### src/rtl/iors_pkg.sv
package iors_pkg;

  // Reset value of every stored register
  localparam logic [7:0] RST_VAL = 8'h00;

  // Address views and ranges
  localparam logic [7:0] DATA_OFS  = 8'h20;  // I/O index to data address
  localparam logic [7:0] BIT_TOP   = 8'h1f;  // Last bit-accessible I/O index
  localparam logic [7:0] SHORT_TOP = 8'h3f;  // Last short I/O index
  localparam logic [7:0] EXT_BASE  = 8'h60;  // First extended data address
  localparam logic [5:0] OWN_TOP   = 6'h2a;  // Last index decoded here

  // Port register offsets
  localparam logic [5:0] PORT_A_PIN_INPUT = 6'h00, PORT_A_DIRECTION = 6'h01, PORT_A_OUTPUT = 6'h02;
  localparam logic [5:0] PORT_B_PIN_INPUT = 6'h03, PORT_B_DIRECTION = 6'h04, PORT_B_OUTPUT = 6'h05;
  localparam logic [5:0] PORT_C_PIN_INPUT = 6'h06, PORT_C_DIRECTION = 6'h07, PORT_C_OUTPUT = 6'h08;
  localparam logic [5:0] PORT_D_PIN_INPUT = 6'h09, PORT_D_DIRECTION = 6'h0a, PORT_D_OUTPUT = 6'h0b;
  localparam logic [5:0] PORT_E_PIN_INPUT = 6'h0c, PORT_E_DIRECTION = 6'h0d, PORT_E_OUTPUT = 6'h0e;
  localparam logic [5:0] PORT_F_PIN_INPUT = 6'h0f, PORT_F_DIRECTION = 6'h10, PORT_F_OUTPUT = 6'h11;
  localparam logic [5:0] PORT_G_PIN_INPUT = 6'h12, PORT_G_DIRECTION = 6'h13, PORT_G_OUTPUT = 6'h14;

  // Flag, mask, scratch, nonvolatile memory and timer offsets
  localparam logic [5:0] TIMER0_FLAGS = 6'h15, TIMER1_FLAGS = 6'h16, TIMER2_FLAGS = 6'h17;
  localparam logic [5:0] TIMER3_FLAGS = 6'h18, EXT_IRQ_FLAGS = 6'h1c, EXT_IRQ_MASK = 6'h1d;
  localparam logic [5:0] GENERAL_SCRATCH_0 = 6'h1e, GENERAL_SCRATCH_1 = 6'h2a;
  localparam logic [5:0] NVM_CONTROL = 6'h1f, NVM_DATA = 6'h20;
  localparam logic [5:0] NVM_ADDRESS_LOW = 6'h21, NVM_ADDRESS_HIGH = 6'h22;
  localparam logic [5:0] TIMER_GENERAL_CONTROL = 6'h23, TIMER0_CONTROL = 6'h24;
  localparam logic [5:0] TIMER0_COUNT = 6'h26, TIMER0_COMPARE = 6'h27;

  // Implemented bit masks
  localparam logic [7:0] PORT_FULL_VALID  = 8'hff;
  localparam logic [7:0] PORT_G_VALID     = 8'h1f;
  localparam logic [7:0] TIMER0_FLG_VALID = 8'h03, TIMER1_FLG_VALID = 8'h2f;
  localparam logic [7:0] TIMER2_FLG_VALID = 8'h03, TIMER3_FLG_VALID = 8'h2f;
  localparam logic [7:0] EXT_FLG_VALID    = 8'hff;
  localparam logic [7:0] NVM_CTL_VALID    = 8'h0f;
  localparam logic [7:0] GEN_CTL_VALID    = 8'h83;
  localparam logic [7:0] T0_CTL_STORED    = 8'h7f;  // Top bit is a force strobe
  localparam int         T0_FORCE_BIT     = 7;
  localparam int         NVM_TOP_DEFAULT  = 11;

  // Per-port and per-flag tables
  localparam int NUM_PORTS = 7;
  localparam int NUM_FLAGS = 5;
  localparam logic [5:0] PORT_PIN_OFS [NUM_PORTS] = '{PORT_A_PIN_INPUT, PORT_B_PIN_INPUT,
    PORT_C_PIN_INPUT, PORT_D_PIN_INPUT, PORT_E_PIN_INPUT, PORT_F_PIN_INPUT, PORT_G_PIN_INPUT};
  localparam logic [5:0] PORT_DIR_OFS [NUM_PORTS] = '{PORT_A_DIRECTION, PORT_B_DIRECTION,
    PORT_C_DIRECTION, PORT_D_DIRECTION, PORT_E_DIRECTION, PORT_F_DIRECTION, PORT_G_DIRECTION};
  localparam logic [5:0] PORT_OUT_OFS [NUM_PORTS] = '{PORT_A_OUTPUT, PORT_B_OUTPUT,
    PORT_C_OUTPUT, PORT_D_OUTPUT, PORT_E_OUTPUT, PORT_F_OUTPUT, PORT_G_OUTPUT};
  localparam logic [7:0] PORT_VALID [NUM_PORTS] = '{PORT_FULL_VALID, PORT_FULL_VALID,
    PORT_FULL_VALID, PORT_FULL_VALID, PORT_FULL_VALID, PORT_FULL_VALID, PORT_G_VALID};
  localparam logic [5:0] FLAG_OFS [NUM_FLAGS] = '{TIMER0_FLAGS, TIMER1_FLAGS,
    TIMER2_FLAGS, TIMER3_FLAGS, EXT_IRQ_FLAGS};
  localparam logic [7:0] FLAG_VALID [NUM_FLAGS] = '{TIMER0_FLG_VALID, TIMER1_FLG_VALID,
    TIMER2_FLG_VALID, TIMER3_FLG_VALID, EXT_FLG_VALID};

  // Core access kinds
  typedef enum logic [2:0] {
    OP_IN_INSTR,
    OP_OUT_INSTR,
    OP_LOAD_INSTR,
    OP_STORE_INSTR,
    OP_SET_BIT_INSTR,
    OP_CLEAR_BIT_INSTR,
    OP_SKIP_IF_BIT_SET_INSTR,
    OP_SKIP_IF_BIT_CLEAR_INSTR
  } iors_op_t;

endpackage

### src/rtl/iors_port.sv
`timescale 1ns/10ps
// One I/O port: sampled pins, direction and output latches
module iors_port #(
  parameter logic [5:0] DIR_OFS = 6'h01,
  parameter logic [5:0] OUT_OFS = 6'h02,
  parameter logic [7:0] VALID   = 8'hff
) (
  input  wire logic       clk,      // Core clock
  input  wire logic       sys_rst,  // Synchronous reset
  input  wire logic       wr_en,    // Decoded write strobe
  input  wire logic [5:0] wr_idx,   // I/O index
  input  wire logic [7:0] wr_mask,  // Bits to change
  input  wire logic [7:0] wr_data,  // Write data
  input  wire logic [7:0] pin_in,   // Pin levels
  output logic      [7:0] pin_q,    // Sampled pins
  output logic      [7:0] dir_q,    // Direction latch
  output logic      [7:0] out_q     // Output latch
);

  // Pins sampled each cycle, missing bits read zero
  always_ff @(posedge clk) begin
    if (sys_rst) begin
      pin_q <= iors_pkg::RST_VAL;
    end else begin
      pin_q <= pin_in & VALID;
    end
  end

  // Only the bits in the mask change
  always_ff @(posedge clk) begin
    if (sys_rst) begin
      dir_q <= iors_pkg::RST_VAL;
      out_q <= iors_pkg::RST_VAL;
    end else if (wr_en) begin
      if (wr_idx == DIR_OFS) begin
        dir_q <= ((dir_q & ~wr_mask) | (wr_data & wr_mask)) & VALID;
      end
      if (wr_idx == OUT_OFS) begin
        out_q <= ((out_q & ~wr_mask) | (wr_data & wr_mask)) & VALID;
      end
    end
  end

endmodule

### src/rtl/iors_decode.sv
`timescale 1ns/10ps
// How it works
// - Nonvolatile address bits above top bit ignored
// - Bit set/clear only for indices 0x00-0x1F
// - Bit test-and-skip on bit-accessible indices
// - Status flags clear on written one
// - Bit set/clear touches only addressed bit
// - Short transfers use indices 0x00-0x3F
// - Data view adds 0x20 to index
// - Extended space reached by load/store only
module iors_decode #(
  parameter int NVM_ADDR_TOP_BIT = iors_pkg::NVM_TOP_DEFAULT
) (
  input  wire logic              clk,                  // Core clock
  input  wire logic              sys_rst,              // Synchronous reset
  input  wire logic              req_valid,            // Access request
  input  iors_pkg::iors_op_t     req_op,               // Access kind
  input  wire logic        [7:0] req_addr,             // I/O index or data address
  input  wire logic        [2:0] req_bit,              // Bit for bit operations
  input  wire logic        [7:0] req_wdata,            // Write data
  output logic                   ack_q,                // Answer strobe
  output logic                   err_q,                // Address out of range
  output logic             [7:0] rdata_q,              // Read data
  output logic                   skip_q,               // Skip next instruction
  output logic                   ext_sel,              // Forwarded access
  output logic                   ext_we,               // Forwarded write
  output logic             [7:0] ext_addr,             // Forwarded data address
  output logic             [7:0] ext_wdata,            // Forwarded write data
  input  wire logic        [7:0] ext_rdata,            // Forwarded read data
  input  wire logic        [7:0] pin_a,                // Port A pins
  input  wire logic        [7:0] pin_b,                // Port B pins
  input  wire logic        [7:0] pin_c,                // Port C pins
  input  wire logic        [7:0] pin_d,                // Port D pins
  input  wire logic        [7:0] pin_e,                // Port E pins
  input  wire logic        [7:0] pin_f,                // Port F pins
  input  wire logic        [7:0] pin_g,                // Port G pins
  output logic             [7:0] dir_a,                // Port A direction
  output logic             [7:0] dir_b,                // Port B direction
  output logic             [7:0] dir_c,                // Port C direction
  output logic             [7:0] dir_d,                // Port D direction
  output logic             [7:0] dir_e,                // Port E direction
  output logic             [7:0] dir_f,                // Port F direction
  output logic             [7:0] dir_g,                // Port G direction
  output logic             [7:0] out_a,                // Port A output
  output logic             [7:0] out_b,                // Port B output
  output logic             [7:0] out_c,                // Port C output
  output logic             [7:0] out_d,                // Port D output
  output logic             [7:0] out_e,                // Port E output
  output logic             [7:0] out_f,                // Port F output
  output logic             [7:0] out_g,                // Port G output
  input  wire logic        [7:0] timer0_flag_set,      // Timer 0 events
  input  wire logic        [7:0] timer1_flag_set,      // Timer 1 events
  input  wire logic        [7:0] timer2_flag_set,      // Timer 2 events
  input  wire logic        [7:0] timer3_flag_set,      // Timer 3 events
  input  wire logic        [7:0] ext_irq_set,          // External interrupt events
  output logic             [7:0] timer0_flags_q,       // Timer 0 flags
  output logic             [7:0] timer1_flags_q,       // Timer 1 flags
  output logic             [7:0] timer2_flags_q,       // Timer 2 flags
  output logic             [7:0] timer3_flags_q,       // Timer 3 flags
  output logic             [7:0] ext_irq_flags_q,      // External interrupt flags
  output logic             [7:0] ext_irq_mask_q,       // External interrupt mask
  output logic             [7:0] nvm_control_q,        // Nonvolatile control
  output logic             [7:0] nvm_data_q,           // Nonvolatile data
  output logic            [15:0] nvm_addr_q,           // Nonvolatile address
  output logic             [7:0] timer_general_q,      // Timer general control
  output logic             [7:0] timer0_control_q,     // Timer 0 control
  output logic                   timer0_force_q,       // Timer 0 force pulse
  output logic             [7:0] timer0_count_q,       // Timer 0 count
  output logic             [7:0] timer0_compare_q      // Timer 0 compare
);

  localparam int NP = iors_pkg::NUM_PORTS;
  localparam int NF = iors_pkg::NUM_FLAGS;
  localparam logic [15:0] NVM_MASK = 16'((32'h1 << (NVM_ADDR_TOP_BIT + 1)) - 32'h1);

  logic       is_short;
  logic       is_bitop;
  logic       is_write;
  logic       is_read;
  logic       range_err;
  logic       to_ext;
  logic       own_hit;
  logic       wr_en;
  logic [5:0] idx;
  logic [7:0] wr_mask;
  logic [7:0] wr_data;
  logic [7:0] rd_byte;
  logic       rd_bit;
  logic [7:0] scratch0_q;
  logic [7:0] scratch1_q;
  logic [7:0] pin_arr [NP];
  logic [7:0] pin_q   [NP];
  logic [7:0] dir_arr [NP];
  logic [7:0] out_arr [NP];
  logic [7:0] fset    [NF];
  logic [7:0] flag_q  [NF];

  // Kind of access
  always_comb begin
    is_bitop = req_op inside {iors_pkg::OP_SET_BIT_INSTR, iors_pkg::OP_CLEAR_BIT_INSTR,
                              iors_pkg::OP_SKIP_IF_BIT_SET_INSTR, iors_pkg::OP_SKIP_IF_BIT_CLEAR_INSTR};
    is_short = is_bitop || req_op inside {iors_pkg::OP_IN_INSTR, iors_pkg::OP_OUT_INSTR};
    is_write = req_op inside {iors_pkg::OP_OUT_INSTR, iors_pkg::OP_STORE_INSTR,
                              iors_pkg::OP_SET_BIT_INSTR, iors_pkg::OP_CLEAR_BIT_INSTR};
    is_read  = req_op inside {iors_pkg::OP_IN_INSTR, iors_pkg::OP_LOAD_INSTR};
  end

  // Address views mapped onto one I/O index
  always_comb begin
    range_err = 1'b0;
    to_ext    = 1'b0;
    idx       = req_addr[5:0];
    if (is_short) begin
      if (req_addr > iors_pkg::SHORT_TOP) begin
        range_err = 1'b1;
      end else if (is_bitop && req_addr > iors_pkg::BIT_TOP) begin
        range_err = 1'b1;
      end
    end else if (req_addr < iors_pkg::DATA_OFS) begin
      range_err = 1'b1;
    end else if (req_addr >= iors_pkg::EXT_BASE) begin
      to_ext = 1'b1;
    end else begin
      idx = 6'(req_addr - iors_pkg::DATA_OFS);
    end
    if (!range_err && idx > iors_pkg::OWN_TOP) begin
      to_ext = 1'b1;
    end
  end

  // Write shaping: bit operations carry a one-hot mask
  always_comb begin
    wr_mask = is_bitop ? (8'h01 << req_bit) : 8'hff;
    case (req_op)
      iors_pkg::OP_SET_BIT_INSTR:   wr_data = 8'hff;
      iors_pkg::OP_CLEAR_BIT_INSTR: wr_data = 8'h00;
      default:                      wr_data = req_wdata;
    endcase
  end

  assign own_hit   = req_valid && !range_err && !to_ext;
  assign wr_en     = own_hit && is_write;
  assign ext_sel   = req_valid && !range_err && to_ext;
  assign ext_we    = ext_sel && is_write;
  assign ext_wdata = req_wdata;
  // Forwarded address is always in data-space form
  assign ext_addr  = is_short ? 8'({2'b00, idx} + iors_pkg::DATA_OFS) : req_addr;

  // Ports
  assign pin_arr = '{pin_a, pin_b, pin_c, pin_d, pin_e, pin_f, pin_g};
  assign {dir_a, dir_b, dir_c, dir_d, dir_e, dir_f, dir_g} =
         {dir_arr[0], dir_arr[1], dir_arr[2], dir_arr[3], dir_arr[4], dir_arr[5], dir_arr[6]};
  assign {out_a, out_b, out_c, out_d, out_e, out_f, out_g} =
         {out_arr[0], out_arr[1], out_arr[2], out_arr[3], out_arr[4], out_arr[5], out_arr[6]};

  for (genvar p = 0; p < NP; p++) begin : g_port
    iors_port #(
      .DIR_OFS (iors_pkg::PORT_DIR_OFS[p]),
      .OUT_OFS (iors_pkg::PORT_OUT_OFS[p]),
      .VALID   (iors_pkg::PORT_VALID[p])
    ) u_port (
      .clk     (clk),
      .sys_rst (sys_rst),
      .wr_en   (wr_en),
      .wr_idx  (idx),
      .wr_mask (wr_mask),
      .wr_data (wr_data),
      .pin_in  (pin_arr[p]),
      .pin_q   (pin_q[p]),
      .dir_q   (dir_arr[p]),
      .out_q   (out_arr[p])
    );
  end

  // Status flags: event sets win over a write-one clear
  assign fset = '{timer0_flag_set, timer1_flag_set, timer2_flag_set, timer3_flag_set, ext_irq_set};
  assign {timer0_flags_q, timer1_flags_q, timer2_flags_q, timer3_flags_q, ext_irq_flags_q} =
         {flag_q[0], flag_q[1], flag_q[2], flag_q[3], flag_q[4]};

  for (genvar f = 0; f < NF; f++) begin : g_flag
    logic [7:0] clr;
    assign clr = (wr_en && idx == iors_pkg::FLAG_OFS[f]) ? (wr_mask & wr_data) : 8'h00;
    always_ff @(posedge clk) begin
      if (sys_rst) begin
        flag_q[f] <= iors_pkg::RST_VAL;
      end else begin
        flag_q[f] <= ((flag_q[f] & ~clr) | fset[f]) & iors_pkg::FLAG_VALID[f];
      end
    end
  end

  // Mask and scratch registers
  always_ff @(posedge clk) begin
    if (sys_rst) begin
      ext_irq_mask_q <= iors_pkg::RST_VAL;
      scratch0_q     <= iors_pkg::RST_VAL;
      scratch1_q     <= iors_pkg::RST_VAL;
    end else if (wr_en) begin
      case (idx)
        iors_pkg::EXT_IRQ_MASK:      ext_irq_mask_q <= (ext_irq_mask_q & ~wr_mask) | (wr_data & wr_mask);
        iors_pkg::GENERAL_SCRATCH_0: scratch0_q <= (scratch0_q & ~wr_mask) | (wr_data & wr_mask);
        iors_pkg::GENERAL_SCRATCH_1: scratch1_q <= wr_data;
        default: ;
      endcase
    end
  end

  // Nonvolatile memory access registers
  always_ff @(posedge clk) begin
    if (sys_rst) begin
      nvm_control_q <= iors_pkg::RST_VAL;
      nvm_data_q    <= iors_pkg::RST_VAL;
      nvm_addr_q    <= {iors_pkg::RST_VAL, iors_pkg::RST_VAL};
    end else if (wr_en) begin
      case (idx)
        iors_pkg::NVM_CONTROL:
          nvm_control_q <= ((nvm_control_q & ~wr_mask) | (wr_data & wr_mask)) & iors_pkg::NVM_CTL_VALID;
        iors_pkg::NVM_DATA:         nvm_data_q <= wr_data;
        iors_pkg::NVM_ADDRESS_LOW:  nvm_addr_q[7:0] <= wr_data & NVM_MASK[7:0];
        iors_pkg::NVM_ADDRESS_HIGH: nvm_addr_q[15:8] <= wr_data & NVM_MASK[15:8];
        default: ;
      endcase
    end
  end

  // Timer control registers
  always_ff @(posedge clk) begin
    if (sys_rst) begin
      timer_general_q  <= iors_pkg::RST_VAL;
      timer0_control_q <= iors_pkg::RST_VAL;
      timer0_count_q   <= iors_pkg::RST_VAL;
      timer0_compare_q <= iors_pkg::RST_VAL;
    end else if (wr_en) begin
      case (idx)
        iors_pkg::TIMER_GENERAL_CONTROL: timer_general_q <= wr_data & iors_pkg::GEN_CTL_VALID;
        iors_pkg::TIMER0_CONTROL:        timer0_control_q <= wr_data & iors_pkg::T0_CTL_STORED;
        iors_pkg::TIMER0_COUNT:          timer0_count_q <= wr_data;
        iors_pkg::TIMER0_COMPARE:        timer0_compare_q <= wr_data;
        default: ;
      endcase
    end
  end

  // Force strobe: one cycle, never stored
  always_ff @(posedge clk) begin
    if (sys_rst) begin
      timer0_force_q <= 1'b0;
    end else begin
      timer0_force_q <= wr_en && idx == iors_pkg::TIMER0_CONTROL && wr_data[iors_pkg::T0_FORCE_BIT];
    end
  end

  // Read multiplexer; anything not decoded reads zero
  always_comb begin
    rd_byte = 8'h00;
    for (int p = 0; p < NP; p++) begin
      if (idx == iors_pkg::PORT_PIN_OFS[p]) rd_byte = pin_q[p];
      if (idx == iors_pkg::PORT_DIR_OFS[p]) rd_byte = dir_arr[p];
      if (idx == iors_pkg::PORT_OUT_OFS[p]) rd_byte = out_arr[p];
    end
    for (int f = 0; f < NF; f++) begin
      if (idx == iors_pkg::FLAG_OFS[f]) rd_byte = flag_q[f];
    end
    case (idx)
      iors_pkg::EXT_IRQ_MASK:          rd_byte = ext_irq_mask_q;
      iors_pkg::GENERAL_SCRATCH_0:     rd_byte = scratch0_q;
      iors_pkg::GENERAL_SCRATCH_1:     rd_byte = scratch1_q;
      iors_pkg::NVM_CONTROL:           rd_byte = nvm_control_q;
      iors_pkg::NVM_DATA:              rd_byte = nvm_data_q;
      iors_pkg::NVM_ADDRESS_LOW:       rd_byte = nvm_addr_q[7:0];
      iors_pkg::NVM_ADDRESS_HIGH:      rd_byte = nvm_addr_q[15:8];
      iors_pkg::TIMER_GENERAL_CONTROL: rd_byte = timer_general_q;
      iors_pkg::TIMER0_CONTROL:        rd_byte = timer0_control_q;
      iors_pkg::TIMER0_COUNT:          rd_byte = timer0_count_q;
      iors_pkg::TIMER0_COMPARE:        rd_byte = timer0_compare_q;
      default: ;
    endcase
  end

  assign rd_bit = rd_byte[req_bit];

  // Answer one cycle after the request
  always_ff @(posedge clk) begin
    if (sys_rst) begin
      ack_q   <= 1'b0;
      err_q   <= 1'b0;
      rdata_q <= 8'h00;
      skip_q  <= 1'b0;
    end else begin
      ack_q   <= req_valid;
      err_q   <= req_valid && range_err;
      rdata_q <= 8'h00;
      skip_q  <= 1'b0;
      if (ext_sel && is_read) begin
        rdata_q <= ext_rdata;
      end else if (own_hit && is_read) begin
        rdata_q <= rd_byte;
      end
      if (own_hit && req_op == iors_pkg::OP_SKIP_IF_BIT_SET_INSTR) begin
        skip_q <= rd_bit;
      end else if (own_hit && req_op == iors_pkg::OP_SKIP_IF_BIT_CLEAR_INSTR) begin
        skip_q <= !rd_bit;
      end
    end
  end
endmodule

### config.mk
export PLATFORM = sky130hd
export DESIGN_NAME = iors_decode
export DESIGN_NICKNAME = d
export VERILOG_FILES = /design/src/rtl/iors_pkg.sv /design/src/rtl/iors_port.sv /design/src/rtl/iors_decode.sv
export SDC_FILE = /design/constraint.sdc
export NUM_CORES = 1
export LEC_CHECK = 0
export BUFFER_PORTS_ARGS = -buffer_cell sky130_fd_sc_hd__buf_2
export CAP_MARGIN = 25
export CORE_MARGIN = 3
export CORE_UTILIZATION = 49
export CTS_CLUSTER_DIAMETER = 40
export CTS_CLUSTER_SIZE = 10
export DETAILED_ROUTE_END_ITERATION = 6
export GPL_ROUTABILITY_DRIVEN = 0
export PLACE_DENSITY = 0.78
export SLEW_MARGIN = 20
export SYNTH_ARGS = -nofsm -noshare
export SYNTH_HDL_FRONTEND = slang
export SYNTH_HIERARCHICAL = 1
export SYNTH_SLANG_ARGS = --single-unit
### constraint.sdc
create_clock -name clk -period 3.2 [get_ports clk]
set_clock_uncertainty 0.1 [all_clocks]
set_input_delay 0.32 -clock clk [delete_from_list [all_inputs] [get_ports clk]]
set_output_delay 0.32 -clock clk [all_outputs]
set_load 0.02 [all_outputs]
# --- Word-level counts from Yosys, hierarchy flattened ---
# Memories as Yosys holds them, arrays and structs flattened.
# Cells that the tools add are included.
word_totals:
  ff_bits: 248
  mem_bits_rw: 40
  inputBits: 129
  out_inout_bits: 254
  word_cells: 261
  memories: 1
mem_list:
  columns: ["memory", "depth", "width", "read_ports", "rd_clocked_by_memory_dff", "wr", "line", "rtl"]
  rows:
  - ["flag_q", 5, 8, 5, 0, 5, "iors_decode.sv:96", "logic [7:0] flag_q [NF];"]
op_classes:
  n_addsub: 2
  n_lt_le_gt_ge: 6
  n_eq_ne: 43
  n_shift: 1
  muxes: 60
  n_bitwise: 56
  n_reduce_logical: 54
ops:
  columns: ["operator", "count"]
  rows:
  - ["8-bit two-way mux", 36]
  - ["8-bit AND", 16]
  - ["8-bit OR", 15]
  - ["8-bit case mux with 11 select lines", 1]
  - ["6-bit by 5-bit == test with 1-bit output (second input constant)", 13]
  - ["2-bit AND reduction", 25]
  - ["6-bit by 4-bit == test with 1-bit output (second input constant)", 8]
  - ["6-bit == test (second input constant)", 8]
  - ["6-bit two-way mux", 5]
  - ["6-bit by 3-bit == test with 1-bit output (second input constant)", 4]
  - ["1-bit logical AND", 19]
  - ["8-bit NOT", 2]
  - ["8-bit case mux with 2 select lines", 1]
  - ["1-bit two-way mux", 14]
  - ["6-bit AND", 2]
  - ["3-bit == test (second input constant)", 4]
  - ["6-bit by 2-bit == test with 1-bit output (second input constant)", 2]
  - ["6-bit NOT", 2]
  - ["6-bit OR", 2]
  - ["5-bit AND", 2]
  - ["5-bit OR", 2]
  - ["8-bit by 7-bit >= comparator with 1-bit output (second input constant)", 1]
  - ["8-bit by 5-bit > comparator with 1-bit output (second input constant)", 1]
  - ["8-bit by 6-bit > comparator with 1-bit output (second input constant)", 1]
  - ["23 further kinds", 36]

# --- Depth between registers and ports, before layout ---
# Gate-level depths: netlist of run 1.
depth:
  word_depth: 37
  ltp_mapped: 14
  depth_no_buf: 10

# --- Modules after synthesis ---
# Netlist of run 1, hierarchy kept.
by_module_without_submodules:
  columns: ["module", "instances", "cells_per_inst", "area_per_inst_um2", "seq_area_each_um2"]
  rows:
  - ["iors_decode", 1, 1009, 7721.2, 2162.1]
  - ["iors_port (g_port[3].u_port)", 1, 98, 1086.0, 480.5]
  - ["iors_port (g_port[2].u_port)", 1, 102, 1031.0, 480.5]
  - ["iors_port (g_port[1].u_port)", 1, 97, 1027.2, 480.5]
  - ["iors_port (g_port[0].u_port)", 1, 103, 1026.0, 480.5]
  - ["iors_port (g_port[5].u_port)", 1, 98, 1012.2, 480.5]
  - ["iors_port (g_port[4].u_port)", 1, 100, 982.2, 480.5]
  - ["iors_port (g_port[6].u_port)", 1, 73, 714.4, 300.3]

# --- Least setup slack after synthesis of run 1 ---
# No wires, ideal clock.
synth_path:
  path_type: "input-to-reg"
  from: "in req_op[2]"
  to: "reg with a tool-made name"
  setup_time_ps: 121
  t_arrival_ps: 2959
  required_time_ps: 2979
  setup_slack_ps: 20
  stages: 12
  n_path_buf: 4
  cell_sequence: "buf_2 and4bb_2 a22o_1 buf_4 nand2_1 a32o_1 a211oi_4 nor2b_1 clkbuf_1 buf_2 nand4_1 mux2i_1"
synth_lines:
  columns: ["element", "line", "rtl"]
  rows:
  - ["start, declared", "iors_decode.sv:17", "input iors_pkg::iors_op_t req_op,"]

# --- Worst setup path in the final report of run 1 ---
layout_path:
  from: "in req_addr[1]"
  to: "out ext_we"
layout_between:
  elab_chain_cells: 10
  word_cells_on_any_way: 23
  classes_between: "1 x add/sub; 5 x order compare; 11 x mux; 6 x reduce/logical"
layout_lines:
  columns: ["element", "line", "rtl"]
  rows:
  - ["start, declared", "iors_decode.sv:18", "input wire logic [7:0] req_addr,"]
  - ["parallel branches: the longest is 8 deep, another holds 8-bit by 7-bit >= comparator with 1-bit output", null, null]
  - ["1-bit logical AND *", "iors_decode.sv:143", "assign ext_sel = req_valid && !range_err && to_ext;"]
  - ["1-bit logical AND *", "iors_decode.sv:144", "assign ext_we = ext_sel && is_write;"]
  - ["end, declared", "iors_decode.sv:26", "output logic ext_we,"]
# Every way passes the cells marked *.

==> results_dict.tcl, run 1 <==
set metrics [dict create \
    leakage_uw 0.00843 \
    fillers 2199 \
    numCtsBuffers 41 \
    cts.clk_slew.worst_paths_ns 0.05 \
    cts_buffer_depth 3 \
    routedWlPerCell_um 25.2 \
    grt_first_pass_wirelength_um 95100 \
    crit_path_start_kind "input port" \
    yosysSeqAreaShare 0.366 \
    min_from "req_op[1]" \
    synth_edf_count 0 \
    root_buffer "clkbuf_16" \
    vias 16600 \
    start_util 0.503 \
    tritoncts "built" \
    synth_area_leader_cell "dfxtp_1" \
    cp.required_ns 2.78 \
    synthFlopType "dfxtp_1" \
    synth_top_cells_by_area "dfxtp_1 37%, mux2i_1 6.7%, a21oi_1 5.0%, nand2b_1 5.0%, buf_4 3.2%" \
    clkSinkCount 267 \
    met1_usage 0.460 \
    power.net_switching_uw 2530 \
    final.period_utilization 0.920 \
    syn-cell-area_um2 14600 \
    ant_nets 0 \
    grt_pass1_vias 15800 \
    hold_end "skip_q" \
    cp.arrival_ns 2.53 \
    drt-initial-drc-count 2750 \
    seqPwrFrac 0.381 \
    die_w_um 179 \
    synthSimpleGateAreaFrac 0.256 \
    worst_pin_slew_ns 0.853 \
    slew_headroom 0.431 \
    rsz0062_at_grt "no" \
    final_max_slew_viol_count 0 \
    finalPower_uw 9030 \
    cp-startpoint "req_addr[1]" \
    num_io_pins 383 \
    portBuffers 323 \
    syn_avg_cell_area_um2 8.69 \
    grt_max_degree 98 \
    power_density_nw_per_um2 464 \
    use_met3 0.141 \
    cts_resized 0 \
    min_path_type "input port to register" \
    area_growth_pct 33.2 \
    cts_hold_buf 82 \
    synth_mux_area_frac 0.0873 \
    drt_pass1_iterations 6 \
    r2r_setup_slack_ns 0.31 \
    p_clk_frac 0.471 \
    grt_usage 0.391 \
    worstPathMaxFanout 29 \
    grt_overflow_total 0 \
    grtUsageMet2 0.602 \
    dieHeight_um 179 \
    p_int_uw 6490 \
    combPwrFrac 0.148 \
    fmax_mhz 340 \
    yosysMostFrequentCell "dfxtp_1" \
    hold_path_depth 3 \
    vias_per_cell 6.48 \
    totalWireLength_um 64600 \
    synth_top_family_by_area "simple AND/OR/NAND/NOR gates" \
    ys_types 95 \
    drc 0 \
    netlist_instances 1680 \
    synth-seq-cells 267 \
    synth_xor_area_frac 0.00120 \
    antenna_found_initial 8 \
    yosysWarnings 6 \
    synthAdderAreaFrac 0 \
    insertion_delay_ns 0.54 \
    synthArstFlopShare 0 \
    outcome "finished clean" \
    h-tree-depth 2 \
    worst-r2r-cell-count 9 \
    finalHoldViolations 0 \
    finalSetupTns_ns 0 \
    end_kind "output pin" \
    synth_compound_area_frac 0.204 \
    synth_common_cells "267 x dfxtp_1, 146 x a21oi_1, 116 x nand2b_1" \
    core_um2 29000 \
    setup_viol 0 \
    rows 62 \
    synth_top_area_frac 0.366 \
    busiest_layer "met2" \
    fin_area_um2 19400 \
    place_area_um2 17300 \
    timing.rr.end "skip_q" \
    layout-drive-gt1-share 0.289 \
    dp_hpwl_um 45800 \
    final.min_clock_period_ns 2.95 \
    nNetsFinal 2285 \
    cts_setup_buffers 0 \
    die_area_um2 31900 \
    ir_drop_mv 0.371 \
    p_sw_frac 0.281 \
    max-cap-violations 0 \
    setup.worst_path.class "input port to output pin" \
]
## cells in the final DEF (no fill, tap or decap), types with 9 or more instances in the layout
cell / netlist / layout
buf_2: 38 / 320
dfxtp_1: 267 / 267
buf_4: 63 / 149
a21oi_1: 146 / 145
nand2b_1: 116 / 116
nor2_1: 112 / 112
mux2i_1: 97 / 97
dlygate4sd3_1: 0 / 82
nand4_1: 74 / 74
nor2b_1: 71 / 71
o21ai_0: 69 / 69
nand2_1: 63 / 63
inv_1: 48 / 48
a211oi_1: 46 / 46
conb_1: 2 / 41
clkbuf_16: 0 / 41
nand3_1: 40 / 40
a22oi_1: 28 / 28
nand4b_1: 20 / 20
nor3_1: 19 / 19
buf_12: 1 / 19
a311oi_1: 17 / 17
o21ai_1: 16 / 15
o22ai_1: 12 / 12
mux2_2: 11 / 11
and2_1: 9 / 9
o221ai_1: 9 / 9
a31o_1: 9 / 9
a31o_2: 9 / 9
## final cells by class
type	instances	area, µm²	share of cell area
Clock buffer	46	1050	0.0542
Tap cell	384	480	0.0247
Clock inverter	20	213	0.0109
Sequential cell	267	5350	0.275
Timing Repair Buffer	572	3950	0.203
Multi-Input combinational cell	1224	8200	0.422
Inverter	50	188	0.00965
Antenna cell	5	12.5	0.000644
## metal layers
metal  wire, µm  vias to the layer above
met2      27700                     1460
met4       5320                        8
met1      21700                     7682
met5         72                        -
li1           -                     7066
met3       9830                      427
## cell families (layout without fill, tap and decap cells)
logic type,Yosys count,after routing
AND/OR/NAND/NOR,611,611
AO/OA/AOI/OAI,454,454
flip-flops,267,267
buffers and inverters,228,688
multiplexers,116,116
other,2,46
XOR/XNOR,2,2
## per-stage QoR
step | setup slack [ns] | hold WS, ns | instances | utilization
after global routing | 0.200 | 0.0270 | 2564 | 0.670
after detailed placement | -0.0586 | 0.376 | 2414 | 0.597
after floorplan | 0.0200 | 0.292 | 1719 | -
after CTS | 0.366 | 0.00879 | 2562 | 0.669
after global placement | 0.0237 | 0.375 | 2414 | 0.597
final | 0.255 | 0.0121 | 2568 | 0.670
## how the worst max path moves through the flow
stage / to / slack [ns]
final: ext_we / 0.25
after global routing: ext_we / 0.20
after CTS: ext_we / 0.37
after detailed placement: skip_q / -0.06
after global placement: skip_q / 0.02
after floorplan: register / 0.02
## worst max-delay path: stages
cell and delay, ns:
buf_4 0.36, buf_12 0.23, nor2_1 0.08, buf_4 0.18, o21ai_0 0.38, a32o_1 0.33, nand4_1 0.18, nor2_1 0.23
buf_2 0.20
## power groups by stage
stage          Clock [µW]  Sequential (µW)  Combinational [µW]
2_1_floorplan           0             3510                 658
3_3_place_gp            0             3500                1150
3_5_place_dp            0             3500                1170
4_1_cts              4230             3430                1250
5_1_grt              4390             3440                1370
6_report             4250             3440                1330
(Power assumes the default switching activity.)
==> run 2: changes to the inputs <==
BUFFER_PORTS_ARGS = -buffer_cell sky130_fd_sc_hd__buf_4   (was -buffer_cell sky130_fd_sc_hd__buf_2)
SLEW_MARGIN = default   (was 20)
==> run 2 against run 1 <==
Against the previous run:
- count of clock-buffer cells in the layout rose by 3
- combinational power is 3% higher
- setup slack better by 0.068 ns
- cell area rose by 3.0%
- first-iteration DRC count is 6.7% higher
- wire length rose by 0.15%
- final cell count shrank 0.90%
- fmax increased by 2.4%
- critical endpoint is now skip_q
- largest power group unchanged
==> results_dict.tcl, run 2 (synthesis gave the netlist of run 1 again) <==
set metrics [dict create \
    grt_overflow_total 0 \
    fmax_mhz 348 \
    vias 16500 \
    finalPower_uw 9100 \
    grt_usage 0.384 \
    min_path_type "input port to register" \
    post-place-cells 2395 \
    grt_max_degree 106 \
    dp_hpwl_um 45900 \
    area_growth_pct 37.1 \
    routedWlPerCell_um 25.4 \
    root_buffer "clkbuf_16" \
    ir_drop_mv 0.413 \
    drc 0 \
    worstPathMaxFanout 3 \
    final_cell_mix "457 x buf_4, 267 x dfxtp_1, 146 x a21oi_1" \
    slew_headroom 0.250 \
    worst_pin_slew_ns 1.12 \
    cts_buffer_depth 3 \
    setup_viol 0 \
    finalSetupTns_ns 0 \
    max-cap-violations 0 \
    rsz0062_at_grt "no" \
    final_max_slew_viol_count 0 \
    insertion_delay_ns 0.53 \
    layout-drive-gt1-share 0.282 \
    vias_per_cell 6.50 \
    ant_nets 0 \
    drt-initial-drc-count 2935 \
    die_area_um2 31900 \
    power_density_nw_per_um2 455 \
    portBuffers 323 \
    numCtsBuffers 40 \
    totalWireLength_um 64700 \
    critPathBufInv 0 \
    tritoncts "built" \
    nNetsFinal 2264 \
    cp.required_ns 3.54 \
    slowest_delay_ns 0.52 \
    cts_hold_buf 82 \
    cts_resized 0 \
    grt_first_pass_wirelength_um 93600 \
    core_um2 29000 \
    fin_util 0.690 \
    cts_setup_buffers 0 \
    die_w_um 179 \
    leakage_uw 0.00841 \
    critPathTopFamily "compound AO/OA/AOI/OAI gates" \
    path_cells "mux4_2 -> and2_1 -> o311ai_0 -> o2111ai_1 -> o311a_1 -> a21oi_1 -> a41oi_1 -> xnor2_1 -> nor4_2" \
    layout_commonest_cell "buf_4" \
    setup.worst_path.class "register to register" \
    cpMaxStageDelayCell "mux4_2" \
    final.min_clock_period_ns 2.88 \
    layout.cells.non_filler 2545 \
    rows 62 \
    cts.clk_slew.worst_paths_ns 0.06 \
    finalHoldViolations 0 \
    antenna_found_initial 2 \
    final.period_utilization 0.899 \
    num_io_pins 383 \
    crit_path_start_kind "register" \
    outcome "finished clean" \
    end_kind "register" \
    grt_pass1_vias 15500 \
    h-tree-depth 2 \
    clkSinkCount 267 \
    drt_pass1_iterations 7 \
    start_util 0.503 \
    dieHeight_um 179 \
    cp.arrival_ns 3.22 \
]
-- run 2: layout make-up --
type / count / area, µm²
sequential: 267 / 5350
clock buffer: 49 / 1080
inverter: 50 / 188
timing repair buffer: 552 / 4510
fill: 2141 / 8990
multi-input combinational: 1224 / 8200
tap: 384 / 480
clock inverter: 16 / 213
antenna: 3 / 7.51
-- run 2: worst reg2reg max path, cell delays in order (launching register included) --
cell and delay (ns):
dfxtp_1 0.34, mux4_2 0.52, and2_1 0.18, o311ai_0 0.37
o2111ai_1 0.30, o311a_1 0.43, a21oi_1 0.17, a41oi_1 0.08
xnor2_1 0.16, nor4_2 0.13
-- run 2: final timing paths --
path / startpoint / to / slack, ns / cells after the start
worst min-delay path: req_op[1] / skip_q / 0.007 / 3
worst min register to register: nvm_data_q[1] / nvm_data_q[1] / 0.39 / 2
worst max-delay path: register / skip_q / 0.32 / 9
worst max register to register: register / skip_q / 0.32 / 9
-- run 2: where the power goes --
part	total (µW)	internal (µW)	switching (µW)
Sequential	3440	3390	53.0
Clock	4300	2720	1570
Combinational	1370	525	841
-- run 2: per-stage QoR --
step	hold slack [ns]	worst slack [ns]	cell area, µm²
floorplan	0.292	0.0200	14700
global placement	0.378	0.0963	17900
detailed placement	0.382	0.0384	17900
CTS	0.0108	0.392	20000
global route	0.0359	0.283	20000
finish	0.00701	0.323	20000
-- run 2: metal layers --
metal  GRT usage  part of all wire  up-vias
met5     0.00962           0.00085        -
met4       0.204             0.071        5
met3       0.117              0.15      408
met2       0.610              0.44     1502
met1       0.467              0.35     7625
li1            -                 -     7007
